$ cat config.mk
export PLATFORM = sky130hd
export DESIGN_NAME = bus_ctrl_top
export DESIGN_NICKNAME = d
export VERILOG_FILES = /design/src/bus_ctrl_pkg.sv /design/src/bp_if.sv /design/src/bp_match.sv /design/src/ratio_capture.sv /design/src/bus_ctrl_top.sv
export VERILOG_INCLUDE_DIRS = /design/src
export SDC_FILE = /design/constraint.sdc
export NUM_CORES = 1
export LEC_CHECK = 0
export BUFFER_PORTS_ARGS = -buffer_cell sky130_fd_sc_hd__buf_2
export CORE_MARGIN = 5
export CORE_UTILIZATION = 55
export DETAILED_ROUTE_END_ITERATION = 6
export PLACE_DENSITY = 0.77
export SLEW_MARGIN = 25
export SYNTH_ARGS = -nofsm -noshare
export SYNTH_HDL_FRONTEND = slang
export SYNTH_HIERARCHICAL = 1
export SYNTH_SLANG_ARGS = --single-unit
$ cat constraint.sdc
create_clock -name CLOCK_I -period 9.9 [get_ports CLOCK_I]
set_input_delay 0.99 -clock CLOCK_I [delete_from_list [all_inputs] [get_ports CLOCK_I]]
set_output_delay 0.99 -clock CLOCK_I [all_outputs]
set_load 0.02 [all_outputs]
$ cat src/bus_ctrl_map.svh
// Register offsets, field positions, reset values and timing counts
`ifndef BUS_CTRL_MAP_SVH
`define BUS_CTRL_MAP_SVH
/////////////////////////////////////////////////////////////////////
// Register byte offsets
`define OFF_CTRL 8'h00
`define OFF_DR0 8'h04
`define OFF_DR1 8'h08
`define OFF_DR2 8'h0C
`define OFF_DR3 8'h10
`define OFF_BPEN 8'h14
`define OFF_REQ 8'h18
`define OFF_STATUS 8'h1C
`define OFF_ISTAT 8'h20
`define OFF_IMASK 8'h24
`define OFF_MCADDR 8'h28
/////////////////////////////////////////////////////////////////////
// Control fields
`define CTRL_MCE 0
`define CTRL_SEL0 1
`define CTRL_SEL1 2
`define CTRL_RST 3'h0
// Event bits
`define EV_DONE 0
`define EV_BACKOFF_N 1
`define EV_BCHK 2
`define EV_BP 3
`define EV_RST 4'h0
/////////////////////////////////////////////////////////////////////
// Timing
`define COLD_RESET_MS 1
`define CLOCK_HZ 20000000
`define COLD_RESET_CYCLES ((`COLD_RESET_MS * `CLOCK_HZ) / 1000)
`endif

$ cat src/bus_ctrl_pkg.sv
// Types shared by the bus control modules
package bus_ctrl_pkg;
  typedef enum logic [2:0] {
    st_idle,
    st_addr,
    data_phase_state,
    pipelined_addr_data_state,
    pipelined_data_state,
    st_hold
  } bus_state_t;

  typedef struct packed {
    logic [28:0] addr;
    logic wr;
  } cyc_t;
endpackage

$ cat src/bp_if.sv
// Carrier between the top and the breakpoint matcher
`timescale 1ns/1ps
interface bp_if;
  logic [28:0] addr;
  logic strobe;
  logic [3:0][28:0] dr;
  logic [3:0] en;
  logic [3:0] match;
  modport host (output addr, output strobe, output dr, output en, input match);
  modport unit (input addr, input strobe, input dr, input en, output match);
endinterface

$ cat src/bp_match.sv
// Debug address comparators, one per debug address register
`timescale 1ns/1ps
module bp_match (
  input wire logic clk_i,
  input wire logic rst_n_i,
  bp_if.unit bp
);
  typedef struct packed {
    logic [3:0] match;
  } bp_state_t;

  bp_state_t r;
  bp_state_t n;

  always_comb begin
    n = r;
    for (int i = 0; i < 4; i++) begin
      n.match[i] = bp.strobe & bp.en[i] & (bp.addr == bp.dr[i]);
    end
  end

  always_ff @(posedge clk_i or negedge rst_n_i) begin
    if (!rst_n_i) begin
      r <= '0;
    end else begin
      r <= n;
    end
  end

  assign bp.match = r.match;
endmodule // bp_match

$ cat src/ratio_capture.sv
// Bus ratio strap capture, reloaded only by a cold reset
`timescale 1ns/1ps
`include "bus_ctrl_map.svh"
module ratio_capture #(
  parameter int COLD_CYCLES = `COLD_RESET_CYCLES
) (
  input wire logic clk_i,
  input wire logic rst_n_i,
  input wire logic core_reset_i,
  input wire logic [1:0] ratio_sel_i,
  output logic [1:0] ratio_o,
  output logic valid_o
);
  localparam int CW = $clog2(COLD_CYCLES + 1);
  typedef struct packed {
    logic [CW-1:0] cnt;
    logic [1:0] samp;
    logic prev;
    logic [1:0] ratio;
    logic valid;
  } rc_state_t;

  rc_state_t r;
  rc_state_t n;

  always_comb begin
    n = r;
    n.prev = core_reset_i;
    if (core_reset_i) begin
      n.samp = ratio_sel_i;
      if (r.cnt != CW'(COLD_CYCLES)) begin
        n.cnt = r.cnt + CW'(1);
      end
    end else if (r.prev) begin
      if (r.cnt == CW'(COLD_CYCLES)) begin
        n.ratio = r.samp;
        n.valid = 1'b1;
      end
      n.cnt = '0;
    end
  end

  always_ff @(posedge clk_i or negedge rst_n_i) begin
    if (!rst_n_i) begin
      r <= '0;
    end else begin
      r <= n;
    end
  end

  assign ratio_o = r.ratio;
  assign valid_o = r.valid;
endmodule // ratio_capture

$ cat src/bus_ctrl_top.sv
// Processor bus control: ratio strap, backoff, ready, request, bus check, breakpoints
//
// Notes on behaviour
// - Sample ratio strap during reset
// - Only cold reset reloads the ratio
// - Backoff aborts cycles, floats pins next clock
// - Hold during backoff, then restart cycles whole
// - Breakpoint output per matching debug register
// - Select bits pick breakpoint or monitor function
// - Shared pins are monitor outputs after reset
// - Sample ready only in data states
// - Duplicate ready acts like ready
// - Bus request always driven, shows pending request
// - Bus check captures cycle address and type
// - Machine check enable raises the exception
// - Stop clock defers bus check; snoop may lose it
`timescale 1ns/1ps
`include "bus_ctrl_map.svh"
module bus_ctrl_top
  import bus_ctrl_pkg::*;
#(
  parameter int COLD_CYCLES = `COLD_RESET_CYCLES
) (
  input wire logic CLOCK_I,
  input wire logic RESET_N_I,
  input wire logic PSEL_I,
  input wire logic PENABLE_I,
  input wire logic PWRITE_I,
  input wire logic [7:0] PADDR_I,
  input wire logic [31:0] PWDATA_I,
  output logic [31:0] PRDATA_O,
  output logic PREADY_O,
  output logic PSLVERR_O,
  input wire logic CORE_RESET_I,
  input wire logic [1:0] BUS_RATIO_SELECT_I,
  input wire logic BACKOFF_N_I,
  input wire logic BURST_READY_N_I,
  input wire logic BURST_READY_DUP_N_I,
  input wire logic BUS_CHECK_N_I,
  input wire logic STOP_CLOCK_N_I,
  input wire logic SNOOP_SAME_LINE_I,
  output logic [28:0] ADDR_O,
  output logic WRITE_O,
  output logic ADDR_STROBE_N_O,
  output logic BUS_OE_O,
  output logic BUS_REQUEST_O,
  output logic [1:0] BREAKPOINT_OUT_HIGH_O,
  output logic [1:0] PERFMON_BREAKPOINT_OUT_O,
  output logic MACHINE_CHECK_O,
  output logic IRQ_O,
  output logic [1:0] BUS_RATIO_O
);
  /////////////////////////////////////////////////////////////////////
  // Reset release
  logic rst_meta_r;
  logic rst_sync_r;
  logic rst_n;

  always_ff @(posedge CLOCK_I or negedge RESET_N_I) begin
    if (!RESET_N_I) begin
      rst_meta_r <= 1'b0;
      rst_sync_r <= 1'b0;
    end else begin
      rst_meta_r <= 1'b1;
      rst_sync_r <= rst_meta_r;
    end
  end

  assign rst_n = rst_sync_r;

  /////////////////////////////////////////////////////////////////////
  // State
  typedef struct packed {
    bus_state_t st;
    cyc_t s0;
    cyc_t s1;
    logic v0;
    logic v1;
    logic ads;
    cyc_t out;
    logic oe;
    logic bus_request;
    logic [2:0] ctrl;
    logic [3:0][28:0] dr;
    logic [3:0] bpen;
    logic [3:0] istat;
    logic [3:0] imask;
    logic irq;
    cyc_t mc;
    logic mc_pend;
    logic exc;
    logic [1:0] bp_high;
    logic [1:0] pmbp;
    logic pready;
    logic pslverr;
    logic [31:0] prdata;
  } top_state_t;

  top_state_t r;
  top_state_t n;

  logic [1:0] ratio;
  logic ratio_valid;
  logic wr_acc;
  logic sample;
  logic rdy;
  logic chk;
  logic retire;
  logic take;
  logic [3:0] ev;
  logic [1:0] pm;
  logic [3:0] w1c;
  logic hit;

  bp_if bp ();

  /////////////////////////////////////////////////////////////////////
  // Submodules
  ratio_capture #(
    .COLD_CYCLES(COLD_CYCLES)
  ) u_ratio (
    .clk_i(CLOCK_I),
    .rst_n_i(rst_n),
    .core_reset_i(CORE_RESET_I),
    .ratio_sel_i(BUS_RATIO_SELECT_I),
    .ratio_o(ratio),
    .valid_o(ratio_valid)
  );

  bp_match u_bp (
    .clk_i(CLOCK_I),
    .rst_n_i(rst_n),
    .bp(bp.unit)
  );

  assign bp.addr = r.out.addr;
  assign bp.strobe = r.ads;
  assign bp.dr = r.dr;
  assign bp.en = r.bpen;

  /////////////////////////////////////////////////////////////////////
  // Helpers
  function automatic logic is_reg(input logic [7:0] a, input logic [7:0] off);
    return a == off;
  endfunction

  function automatic logic [31:0] rd_word(input top_state_t s, input logic [7:0] a,
                                          input logic [1:0] rt, input logic rv);
    logic [31:0] d;
    d = 32'h0000_0000;
    if (is_reg(a, `OFF_CTRL)) d = {29'h0000_0000, s.ctrl};
    if (is_reg(a, `OFF_DR0)) d = {s.dr[0], 3'h0};
    if (is_reg(a, `OFF_DR1)) d = {s.dr[1], 3'h0};
    if (is_reg(a, `OFF_DR2)) d = {s.dr[2], 3'h0};
    if (is_reg(a, `OFF_DR3)) d = {s.dr[3], 3'h0};
    if (is_reg(a, `OFF_BPEN)) d = {28'h000_0000, s.bpen};
    if (is_reg(a, `OFF_REQ)) d = {s.s0.addr, 2'h0, s.s0.wr};
    if (is_reg(a, `OFF_STATUS)) begin
      d = {22'h00_0000, rv, rt, s.mc_pend, s.v1, s.v0, 1'b0, s.st};
    end
    if (is_reg(a, `OFF_ISTAT)) d = {28'h000_0000, s.istat};
    if (is_reg(a, `OFF_IMASK)) d = {28'h000_0000, s.imask};
    if (is_reg(a, `OFF_MCADDR)) d = {s.mc.addr, 2'h0, s.mc.wr};
    return d;
  endfunction

  function automatic logic mapped(input logic [7:0] a);
    return (a[1:0] == 2'h0) && (a <= `OFF_MCADDR);
  endfunction

  /////////////////////////////////////////////////////////////////////
  // Next state
  always_comb begin
    n = r;
    wr_acc = PSEL_I & PENABLE_I & r.pready & PWRITE_I;
    sample = (r.st == data_phase_state) | (r.st == pipelined_data_state)
           | (r.st == pipelined_addr_data_state);
    rdy = sample & ~(BURST_READY_N_I & BURST_READY_DUP_N_I);
    chk = sample & ~BUS_CHECK_N_I;
    retire = 1'b0;
    take = 1'b0;
    ev = `EV_RST;
    pm = 2'h0;
    w1c = 4'h0;
    hit = 1'b0;
    n.ads = 1'b0;

    // Bus cycle sequencer
    if (CORE_RESET_I) begin
      n.st = st_idle;
      n.v0 = 1'b0;
      n.v1 = 1'b0;
      n.oe = 1'b1;
    end else if (!BACKOFF_N_I) begin
      if (r.st != st_idle && r.st != st_hold) begin
        ev[`EV_BACKOFF_N] = 1'b1;
        pm[1] = 1'b1;
      end
      n.st = st_hold;
      n.oe = 1'b0;
    end else begin
      n.oe = 1'b1;
      unique case (r.st)
        st_idle, st_hold: begin
          if (r.v0) begin
            n.st = st_addr;
            n.ads = 1'b1;
            n.out = r.s0;
          end else begin
            n.st = st_idle;
          end
        end
        st_addr: begin
          n.st = data_phase_state;
        end
        data_phase_state: begin
          if (rdy) begin
            retire = 1'b1;
            if (r.v1) begin
              n.st = st_addr;
              n.ads = 1'b1;
              n.out = r.s1;
            end else begin
              n.st = st_idle;
            end
          end else if (r.v1) begin
            n.st = pipelined_addr_data_state;
            n.ads = 1'b1;
            n.out = r.s1;
          end
        end
        pipelined_addr_data_state: begin
          if (rdy) begin
            retire = 1'b1;
            n.st = data_phase_state;
          end else begin
            n.st = pipelined_data_state;
          end
        end
        pipelined_data_state: begin
          if (rdy) begin
            retire = 1'b1;
            n.st = data_phase_state;
          end
        end
      endcase
    end

    if (retire) begin
      n.s0 = r.s1;
      n.v0 = r.v1;
      n.v1 = 1'b0;
      ev[`EV_DONE] = 1'b1;
      pm[0] = 1'b1;
    end

    // Bus check and machine check
    if (chk) begin
      n.mc = r.s0;
      ev[`EV_BCHK] = 1'b1;
      if (!STOP_CLOCK_N_I) begin
        n.mc_pend = 1'b1;
      end else begin
        take = 1'b1;
      end
    end else if (r.mc_pend) begin
      if (STOP_CLOCK_N_I) begin
        n.mc_pend = 1'b0;
        take = 1'b1;
      end else if (SNOOP_SAME_LINE_I) begin
        n.mc_pend = 1'b0;
      end
    end
    n.exc = take & r.ctrl[`CTRL_MCE];

    // Breakpoint and monitor pins
    ev[`EV_BP] = |bp.match;
    n.bp_high = bp.match[3:2];
    n.pmbp[0] = r.ctrl[`CTRL_SEL0] ? bp.match[0] : pm[0];
    n.pmbp[1] = r.ctrl[`CTRL_SEL1] ? bp.match[1] : pm[1];

    // Register writes
    if (wr_acc) begin
      if (is_reg(PADDR_I, `OFF_CTRL)) n.ctrl = PWDATA_I[2:0];
      if (is_reg(PADDR_I, `OFF_DR0)) n.dr[0] = PWDATA_I[31:3];
      if (is_reg(PADDR_I, `OFF_DR1)) n.dr[1] = PWDATA_I[31:3];
      if (is_reg(PADDR_I, `OFF_DR2)) n.dr[2] = PWDATA_I[31:3];
      if (is_reg(PADDR_I, `OFF_DR3)) n.dr[3] = PWDATA_I[31:3];
      if (is_reg(PADDR_I, `OFF_BPEN)) n.bpen = PWDATA_I[3:0];
      if (is_reg(PADDR_I, `OFF_IMASK)) n.imask = PWDATA_I[3:0];
      if (is_reg(PADDR_I, `OFF_ISTAT)) w1c = PWDATA_I[3:0];
      hit = is_reg(PADDR_I, `OFF_REQ) & ~CORE_RESET_I;
    end
    if (hit) begin
      if (!n.v0) begin
        n.s0 = {PWDATA_I[31:3], PWDATA_I[0]};
        n.v0 = 1'b1;
      end else if (!n.v1) begin
        n.s1 = {PWDATA_I[31:3], PWDATA_I[0]};
        n.v1 = 1'b1;
      end
    end

    // Sticky events, set wins over clear
    n.istat = (r.istat & ~w1c) | ev;
    n.irq = |(n.istat & n.imask);
    n.bus_request = n.v0 | n.v1;

    // Bus slave answer, one wait-free access phase
    if (PSEL_I & ~PENABLE_I & ~r.pready) begin
      n.pready = 1'b1;
      n.pslverr = ~mapped(PADDR_I);
      n.prdata = rd_word(r, PADDR_I, ratio, ratio_valid);
    end else begin
      n.pready = 1'b0;
      n.pslverr = 1'b0;
    end
  end

  /////////////////////////////////////////////////////////////////////
  // Registers
  always_ff @(posedge CLOCK_I or negedge rst_n) begin
    if (!rst_n) begin
      r <= '0;
      r.st <= st_idle;
      r.oe <= 1'b1;
      r.ctrl <= `CTRL_RST;
      r.istat <= `EV_RST;
      r.imask <= `EV_RST;
    end else begin
      r <= n;
    end
  end

  /////////////////////////////////////////////////////////////////////
  // Outputs
  assign PRDATA_O = r.prdata;
  assign PREADY_O = r.pready;
  assign PSLVERR_O = r.pslverr;
  assign ADDR_O = r.out.addr;
  assign WRITE_O = r.out.wr;
  assign ADDR_STROBE_N_O = ~r.ads;
  assign BUS_OE_O = r.oe;
  assign BUS_REQUEST_O = r.bus_request;
  assign BREAKPOINT_OUT_HIGH_O = r.bp_high;
  assign PERFMON_BREAKPOINT_OUT_O = r.pmbp;
  assign MACHINE_CHECK_O = r.exc;
  assign IRQ_O = r.irq;
  assign BUS_RATIO_O = ratio;
endmodule // bus_ctrl_top

# Word-level counts from Yosys, hierarchy flattened
# Index checks and enable logic that the tools add are counted.
[op_classes]
addsub = 1
n_lt_le_gt_ge = 1
eq_ne = 28
n_mux = 63
bitwise = 33
reduce_logical = 23
[op_table]
columns = ["cell", "n"]
rows = [
  ["$mux 32", 10],
  ["$mux 31", 4],
  ["$mux 30", 4],
  ["$eq 29x29->1", 4],
  ["$mux 62", 1],
  ["$pmux 31 s2", 1],
  ["$mux 15", 3],
  ["$eq 8x5->1 const B", 4],
  ["$mux 1", 25],
  ["$eq 8x6->1 const B", 3],
  ["$mux 3", 7],
  ["$and 1x1->1", 18],
  ["$eq 8x4->1 const B", 2],
  ["$mux 4", 4],
  ["$reduce_and 2->1", 8],
  ["$add 15x1->15 const B", 1],
  ["$eq 15x15->1 const B", 1],
  ["$ne 15x15->1 const B", 1],
  ["$pmux 3 s5", 1],
  ["$and 4x4->4", 2],
  ["$eq 8x3->1 const B", 1],
  ["$le 8x6->1 const B", 1],
  ["$logic_not 8->1", 1],
  ["$not 1->1", 8],
  ["22 further kinds", 34],
]
[word_totals]
reg_bits = 327
input_bits = 54
out_inout_bits = 75
word_cells = 187

# Longest topological paths before layout
# Gate-level depths: netlist (run 1).
[logic_depth]
word_depth = 13
depth_mapped = 8
mapped_depth_nobuf = 6

# Modules after synthesis
# The synthesis (run 1) kept the hierarchy.
[by_module_without_submodules]
columns = ["mod", "instances", "cells_each", "area_each_um2", "seq_area_each_um2"]
rows = [
  ["bus_ctrl_top", 1, 1230, 14211.1, 7558.5],
  ["bp_match", 1, 162, 1398.8, 100.1],
  ["ratio_capture", 1, 99, 1076.0, 525.5],
]

# Worst setup path after synthesis (run 1)
# No wires, ideal clock.
[synth_path]
path_kind = "input port to flip-flop"
from = "input port PADDR_I[5]"
to = "register r, in the netlist bp.dr[35]"
setup_time_ps = 125
t_arrival_ps = 2798
required_time_ps = 9775
path_slack_ps = 6977
path_stages = 6
n_path_buf = 2
cell_sequence = "or4_1 > nor2_1 > and3_1 > buf_2 > buf_2 > mux2_2"
[synth_via]
elab_chain_cells = 2
[synth_rtl]
columns = ["element", "line_no", "text"]
rows = [
  ["start, declared", "bus_ctrl_top.sv:29", "input wire logic [7:0] PADDR_I,"],
  ["$eq 8x4->1", "bus_ctrl_top.sv:144", "return a == off;"],
  ["$reduce_and 2->1 (no source line)", "n/a", ""],
  ["end signal, assigned", "bus_ctrl_top.sv:331", "r <= n;"],
  ["end, declared", "bus_ctrl_top.sv:99", "top_state_t r;"],
]
# No other way between the ends.
# A chain may end at the register's enable or synchronous reset.

# Worst setup path in the final report (run 1)
[layout_path]
from = "input port CORE_RESET_I"
to = "register r[254] in the netlist's numbering"
[layout_via]
elab_chain_cells = 4
word_cells_on_any_way = 8
classes_between = "mux (4); bitwise (3); reduce/logical (1)"
[layout_rtl]
columns = ["element", "line_no", "text"]
rows = [
  ["start, declared", "bus_ctrl_top.sv:34", "input wire logic CORE_RESET_I,"],
  ["$mux 2 (tied with other cells)", "bus_ctrl_top.sv:189", "if (CORE_RESET_I) begin"],
  ["$mux 2 / $and 1x1->1 (equally long branches)", "bus_ctrl_top.sv:249, bus_ctrl_top.sv:292", ""],
  ["$not 1->1 (no source line) / $mux 1 (equally long branches)", "n/a", ""],
  ["$reduce_and 3->1 (no source line) (*)", "n/a", ""],
]
# Every way passes the cells marked *; elsewhere a longest branch is shown, timed or not.

==> impl_metrics.toml, run 1 <==
[run_status]
status = "complete, no violations"

[routing]
antenna_left = 0
wire_per_inst_um = 24.6
first_pass_iters = 5
vias = 12487
drt_iter0_drc = 1181
routed_wl_mm = 47.4
vias_per_cell = 6.47
drc = 0

[pwr]
power_density_mw_per_mm2 = 164
p_leak_nw = 8.76
ir_drop_mv = 0.0848

[placed_design]
preCtsSetupSlack_ns = 5.65
globalplace.congestion = 0.946
place_inst = 1872
place_hpwl_mm = 31.4
portBuffers = 128
place_area_mm2 = 0.0172

[setup_path]
worst_ep_arrival_time_ns = 4.16
path_class = "input port to flop"
startpoint = "CORE_RESET_I"
path_depth = 10
crit_fanout = 35
crit_chain = "buf_2 -> buf_4 -> nand2b_1 -> buf_4 -> a211oi_4 -> buf_4 -> nand2_1 -> a21oi_4 -> buf_4 -> mux2_2"
cp-end-kind = "flop"
worstReg2RegStart = "r[299]$_DFFE_PN0P_"
crit-reg2reg-capture = "r[254]$_DFFE_PN0P_"
endpoint = "r[254]$_DFFE_PN0P_"
cpPeakStageDelay_ns = 0.57
reg2reg_depth = 7
crit_family = "buffers and inverters"
cp_data_required_time_ns = 10.29
r2r_slack_ns = 6.34
worst_setup_path_start_kind = "input port"
path_buf_inv = 5
critPathMostFrequentCell = "buf_4"
crit_slowest_cell = "buf_4"

[global_route]
grt.overflow.total = 0
grt_use_total = 0.278
grt_max_degree = 183
grt_pass1_wl_mm = 74.2
grt_pass1_vias = 12752
antenna_found_initial = 2

[clock_tree]
cts_sinks = 327
postCtsHoldBufs = 0
clkLatencyLatePin_ns = 0.52
post_cts_buffers = 0
cts_made_buffers = 34
root_buffer = "clkbuf_16"
clock_path_buffers = 3
htreeDepth = 2
cts_tree = "yes"
clk_pin_slew_ns = 0.06
post_cts_resized = 0

[yosys]
post-synth-top-count-cell = "dfrtp_1"
avgSynthCellArea_um2 = 11.2
syn-cell-area_mm2 = 0.0167
synth_edf_count = 0
ys_async_sr_fraction = 1.00
ys_seq_elements = 327
synth_flop_cell = "dfrtp_1"
ys_types = 79
ys.warnings.count = 6
ys_top_cells_by_area = "dfrtp_1, mux2_2, xor2_1, buf_4, mux2i_1"
synthTopCellsByCount = "dfrtp_1, mux2_2, nand2_1"
yosysTopAreaCellShare = 0.489
yosysSeqAreaShare = 0.490
synthCells = 1491
syn_nets = 1547
yosysTopAreaCell = "dfrtp_1"

[sta]
tightestPinTransition_ns = 1.12
setup_viol = 0
fin_crit_sh = 0.381
fin_crit_ns = 3.77
rsz0062_at_grt = "no"
setup_ws_ns = 6.13
hold_viol = 0
hold_slack_ns = 0.249
clock_skew_ns = 0.0198
tns_ns = 0
fmax_ghz = 0.265
slew_violations = 0
slew_headroom = 0.255

[run]
cap_violations = 0

[floorplan]
dieHeight_um = 184
die-width_um = 184
rows = 63
io_pins = 129
coreArea_mm2 = 0.0298
initial_core_util = 0.560
dieArea_mm2 = 0.0339

[final_layout]
areaGrowthSynthToFinish_pct = 9.82
final_cell_area_mm2 = 0.0183
final_nets = 1575
antenna_cells = 0
drive_above_1_share = 0.298
final_cells = 1929

[worst_hold_path]
min_path_type = "flop to async pin"
[state kept, by name, summed over array words and instances (netlist names), 2 cells and up]
register / count
u_ratio/r: 18
u_bp/bp.match: 4
PRDATA_O: 32
bp.en: 4
BREAKPOINT_OUT_HIGH_O: 2
PERFMON_BREAKPOINT_OUT_O: 2
ADDR_O: 29
u_ratio/ratio_o: 2
bp.dr: 116
r: 107
[power by group]
group | internal, mW | leakage, nW | total (mW) | switching (mW)
clock | 0.801 | 0.570 | 1.33 | 0.524
sequential | 1.37 | 4.45 | 1.42 | 0.0488
combinational | 0.0894 | 3.74 | 0.264 | 0.175
[logic make-up (layout without fill, tap and decap cells)]
group	after synthesis	in the layout	share of synthesized area
AO/OA/AOI/OAI	316	316	0.136
XOR/XNOR	121	121	0.0635
adder cells (fa/ha/maj)	2	2	0.00150
buffers and inverters	181	229	0.0604
flip-flops	327	327	0.490
multiplexers	232	232	0.153
other	1	1	0.000225
AND/OR/NAND/NOR	311	311	0.0949
[area by class of cell]
type | instances | area (µm²)
flip-flops and latches | 327 | 8190
inverters | 16 | 60.1
clock buffers | 44 | 982
fillers | 2372 | 11500
well taps | 390 | 488
clock inverters | 12 | 160
repair buffers | 157 | 895
multi-input cells | 983 | 7550
[cell usage in the layout (no fill, tap or decap), types with 8 or more instances in the layout]
cell       synthesis  final
o221ai_1          24     24
o21ai_2           30     30
xnor2_1           38     38
a21oi_1           46     44
clkbuf_16          0     37
inv_1             14     14
a22oi_1           30     30
nor4_1            25     25
a221oi_1          21     21
a31oi_1           13     12
mux2i_1           43     43
dfrtp_1          326    325
nand3_1           12     11
o21ai_0           60     60
nand4_1           25     25
o22ai_1           21     21
clkinv_2           0      8
o22a_1            22     22
nor2_1            68     68
buf_2             11    128
nand2b_1          10     10
and3_1            14     13
xor2_1            83     83
buf_4             68     26
mux2_2           187    187
nor3_1             9      9
nand2_1          109    109
[how the worst min path moves through the flow]
stage | slack (ns) | from | depth (start not counted) | to
final | 0.25 | rst_n$_DFF_PN0_ | 0 | ADDR_O[12]$_DFFE_PN0P_
after CTS | 0.24 | RESET_N_I | 1 | rst_meta_r$_DFF_PN0_
after global placement | 0.26 | rst_n$_DFF_PN0_ | 0 | ADDR_O[12]$_DFFE_PN0P_
after global routing | 0.25 | RESET_N_I | 1 | rst_meta_r$_DFF_PN0_
after floorplan | 0.33 | rst_meta_r$_DFF_PN0_ | 0 | rst_n$_DFF_PN0_
after detailed placement | 0.26 | rst_n$_DFF_PN0_ | 0 | ADDR_O[12]$_DFFE_PN0P_
[metal layers]
metal,global-route usage,part of all wire
met1,0.384,0.41
met2,0.434,0.47
met3,0.0604,0.090
met4,0.106,0.036
met5,0,0.00027
[worst register-to-register path, delay by kind of cell, from the launching register on]
| kind | cells | cell delay (ns) |
|---|---|---|
| AOI/OAI and AO/OA | 2 | 0.78 |
| buffers and inverters | 2 | 0.96 |
| DFF | 1 | 0.53 |
| muxes | 1 | 0.40 |
| and+or+nand+nor | 2 | 0.77 |
[through the flow]
| stage | power (mW) | utilization |
|---|---|---|
| 6_report | 3.01 | 0.615 |
| 2_1_floorplan | 1.62 | - |
| 3_5_place_dp | 1.70 | 0.576 |
| 5_1_grt | 3.10 | 0.615 |
| 4_1_cts | 3.02 | 0.614 |
| 3_3_place_gp | 1.69 | 0.575 |
(Power assumes the default switching activity.)
==> inputs of run 2 (changes only) <==
- clock period: 9.9 -> 3 ns (I/O delays scaled with it)
==> run 2 against run 1 <==
First-iteration DRC count increased by 12%. Cell count increased by 1.3%. Core utilization increased by 0.78 points. Critical endpoint is now r[280]$_DFF_PN0_.
==> impl_metrics.toml, run 2 (synthesis gave the netlist of run 1 again) <==
[placed_design]
place_hpwl_mm = 32.8
place_area_mm2 = 0.0174
globalplace.congestion = 0.926
portBuffers = 128

[sta]
clock_skew_ns = 0.0122
fin_crit_sh = 0.895
fmax_ghz = 0.372
hold_slack_ns = 0.0143
tightestPinTransition_ns = 0.857
rsz0062_at_grt = "no"
fin_crit_ns = 2.69
slew_violations = 0
hold_viol = 0
slew_headroom = 0.423
setup_viol = 0

[final_layout]
areaGrowthSynthToFinish_pct = 11.2
largest_reg_flops = 116
final_cell_area_mm2 = 0.0186
final_common_cell = "dfrtp_1"
final_nets = 1595
antenna_cells = 0
finish.utilization = 0.623
drive_above_1_share = 0.304
final_cell_mix = "dfrtp_1, mux2_2, buf_2"

[floorplan]
die-width_um = 184
dieHeight_um = 184
io_pins = 129
dieArea_mm2 = 0.0339
coreArea_mm2 = 0.0298
initial_core_util = 0.560
rows = 63

[clock_tree]
cts_tree = "yes"
clk_pin_slew_ns = 0.06
root_buffer = "clkbuf_16"
post_cts_buffers = 0
cts_sinks = 327
clock_path_buffers = 3
htreeDepth = 2
cts_made_buffers = 36
post_cts_resized = 0
postCtsHoldBufs = 1
clkLatencyLatePin_ns = 0.51

[pwr]
power_density_mw_per_mm2 = 539
p_leak_nw = 8.88
ir_drop_mv = 0.398

[setup_path]
worst_setup_path_start_kind = "flop"
reg2reg_depth = 6
crit_fanout = 28
cp_data_required_time_ns = 3.43
cp-end-kind = "flop"
worst_ep_arrival_time_ns = 3.12
path_class = "flop to flop"

[routing]
drc = 0
routed_wl_mm = 48.0
vias = 12556
vias_per_cell = 6.42
drt_iter0_drc = 1317
antenna_left = 0
first_pass_iters = 5
wire_per_inst_um = 24.6

[global_route]
grt_max_degree = 75
grt_pass1_vias = 12654
grt_pass1_wl_mm = 75.2
antenna_found_initial = 1
grt_use_total = 0.283
grt.overflow.total = 0

[worst_hold_path]
worstHoldPathCells = 2
min_path_type = "input port to flop"

[run_status]
status = "complete, no violations"

[run]
cap_violations = 0
-- run 2: cell types whose count changed in the layout (fill, tap and decap cells not counted), moves of 2 or more --
cell / before / now
buf_12: 1 / 8
buf_4: 26 / 38
bufinv_16: 4 / 2
clkbuf_1: 4 / 10
clkbuf_8: 3 / 9
clkinv_2: 8 / 5
-- run 2: worst max-delay path, cell delays in order, from the launching register on --
cell and delay, ns:
dfrtp_1 0.48, or3b_1 0.56, a211o_2 0.42, a2111oi_4 0.46, buf_4 0.44, nand2_1 0.13, o21ai_2 0.07
-- run 2: cell type report --
cell class	count	area [µm²]
inverters	16	60.1
flip-flops and latches	327	8190
clock buffers	56	1090
multi-input cells	983	7540
repair buffers	175	1100
fillers	2295	11200
well taps	390	488
clock inverters	8	92.6
-- run 2: path summary, 6_finish.rpt --
kind / end / startpoint / slack, ns
worst max register to register: r[280]$_DFF_PN0_ / r[297]$_DFFE_PN0P_ / 0.31
min in group asynchronous: rst_n$_DFF_PN0_ / RESET_N_I / 0.10
worst min register to register: r[53]$_DFFE_PN0P_ / rst_n$_DFF_PN0_ / 0.34
worst min-delay path: r[39]$_DFFE_PN0P_ / STOP_CLOCK_N_I / 0.01
max in group asynchronous: BUS_OE_O$_DFF_PN1_ / rst_n$_DFF_PN0_ / 1.78
worst max-delay path: r[280]$_DFF_PN0_ / r[297]$_DFFE_PN0P_ / 0.31
-- run 2: per-layer routing --
layer,vias up,wire (µm),global-route usage
met5,-,13,0
met4,2,1710,0.101
met2,613,22700,0.453
met3,124,4350,0.0693
met1,6378,19300,0.380
li1,5439,-,-
-- run 2: where the power goes --
group | switching, mW | internal [mW]
clock | 1.77 | 2.66
combinational | 0.578 | 0.305
sequential | 0.158 | 4.52
total | 2.51 | 7.49
-- run 2: metrics by stage --
step,instances,setup WS [ns],TNS (ns),power [mW]
floorplan,1491,-0.240,-77.77,5.34
global placement,1890,0.457,0,5.60
detailed placement,1890,0.374,0,5.63
CTS,1955,0.347,0,10.0
global route,1955,0.207,0,10.3
finish,1955,0.315,0,9.99
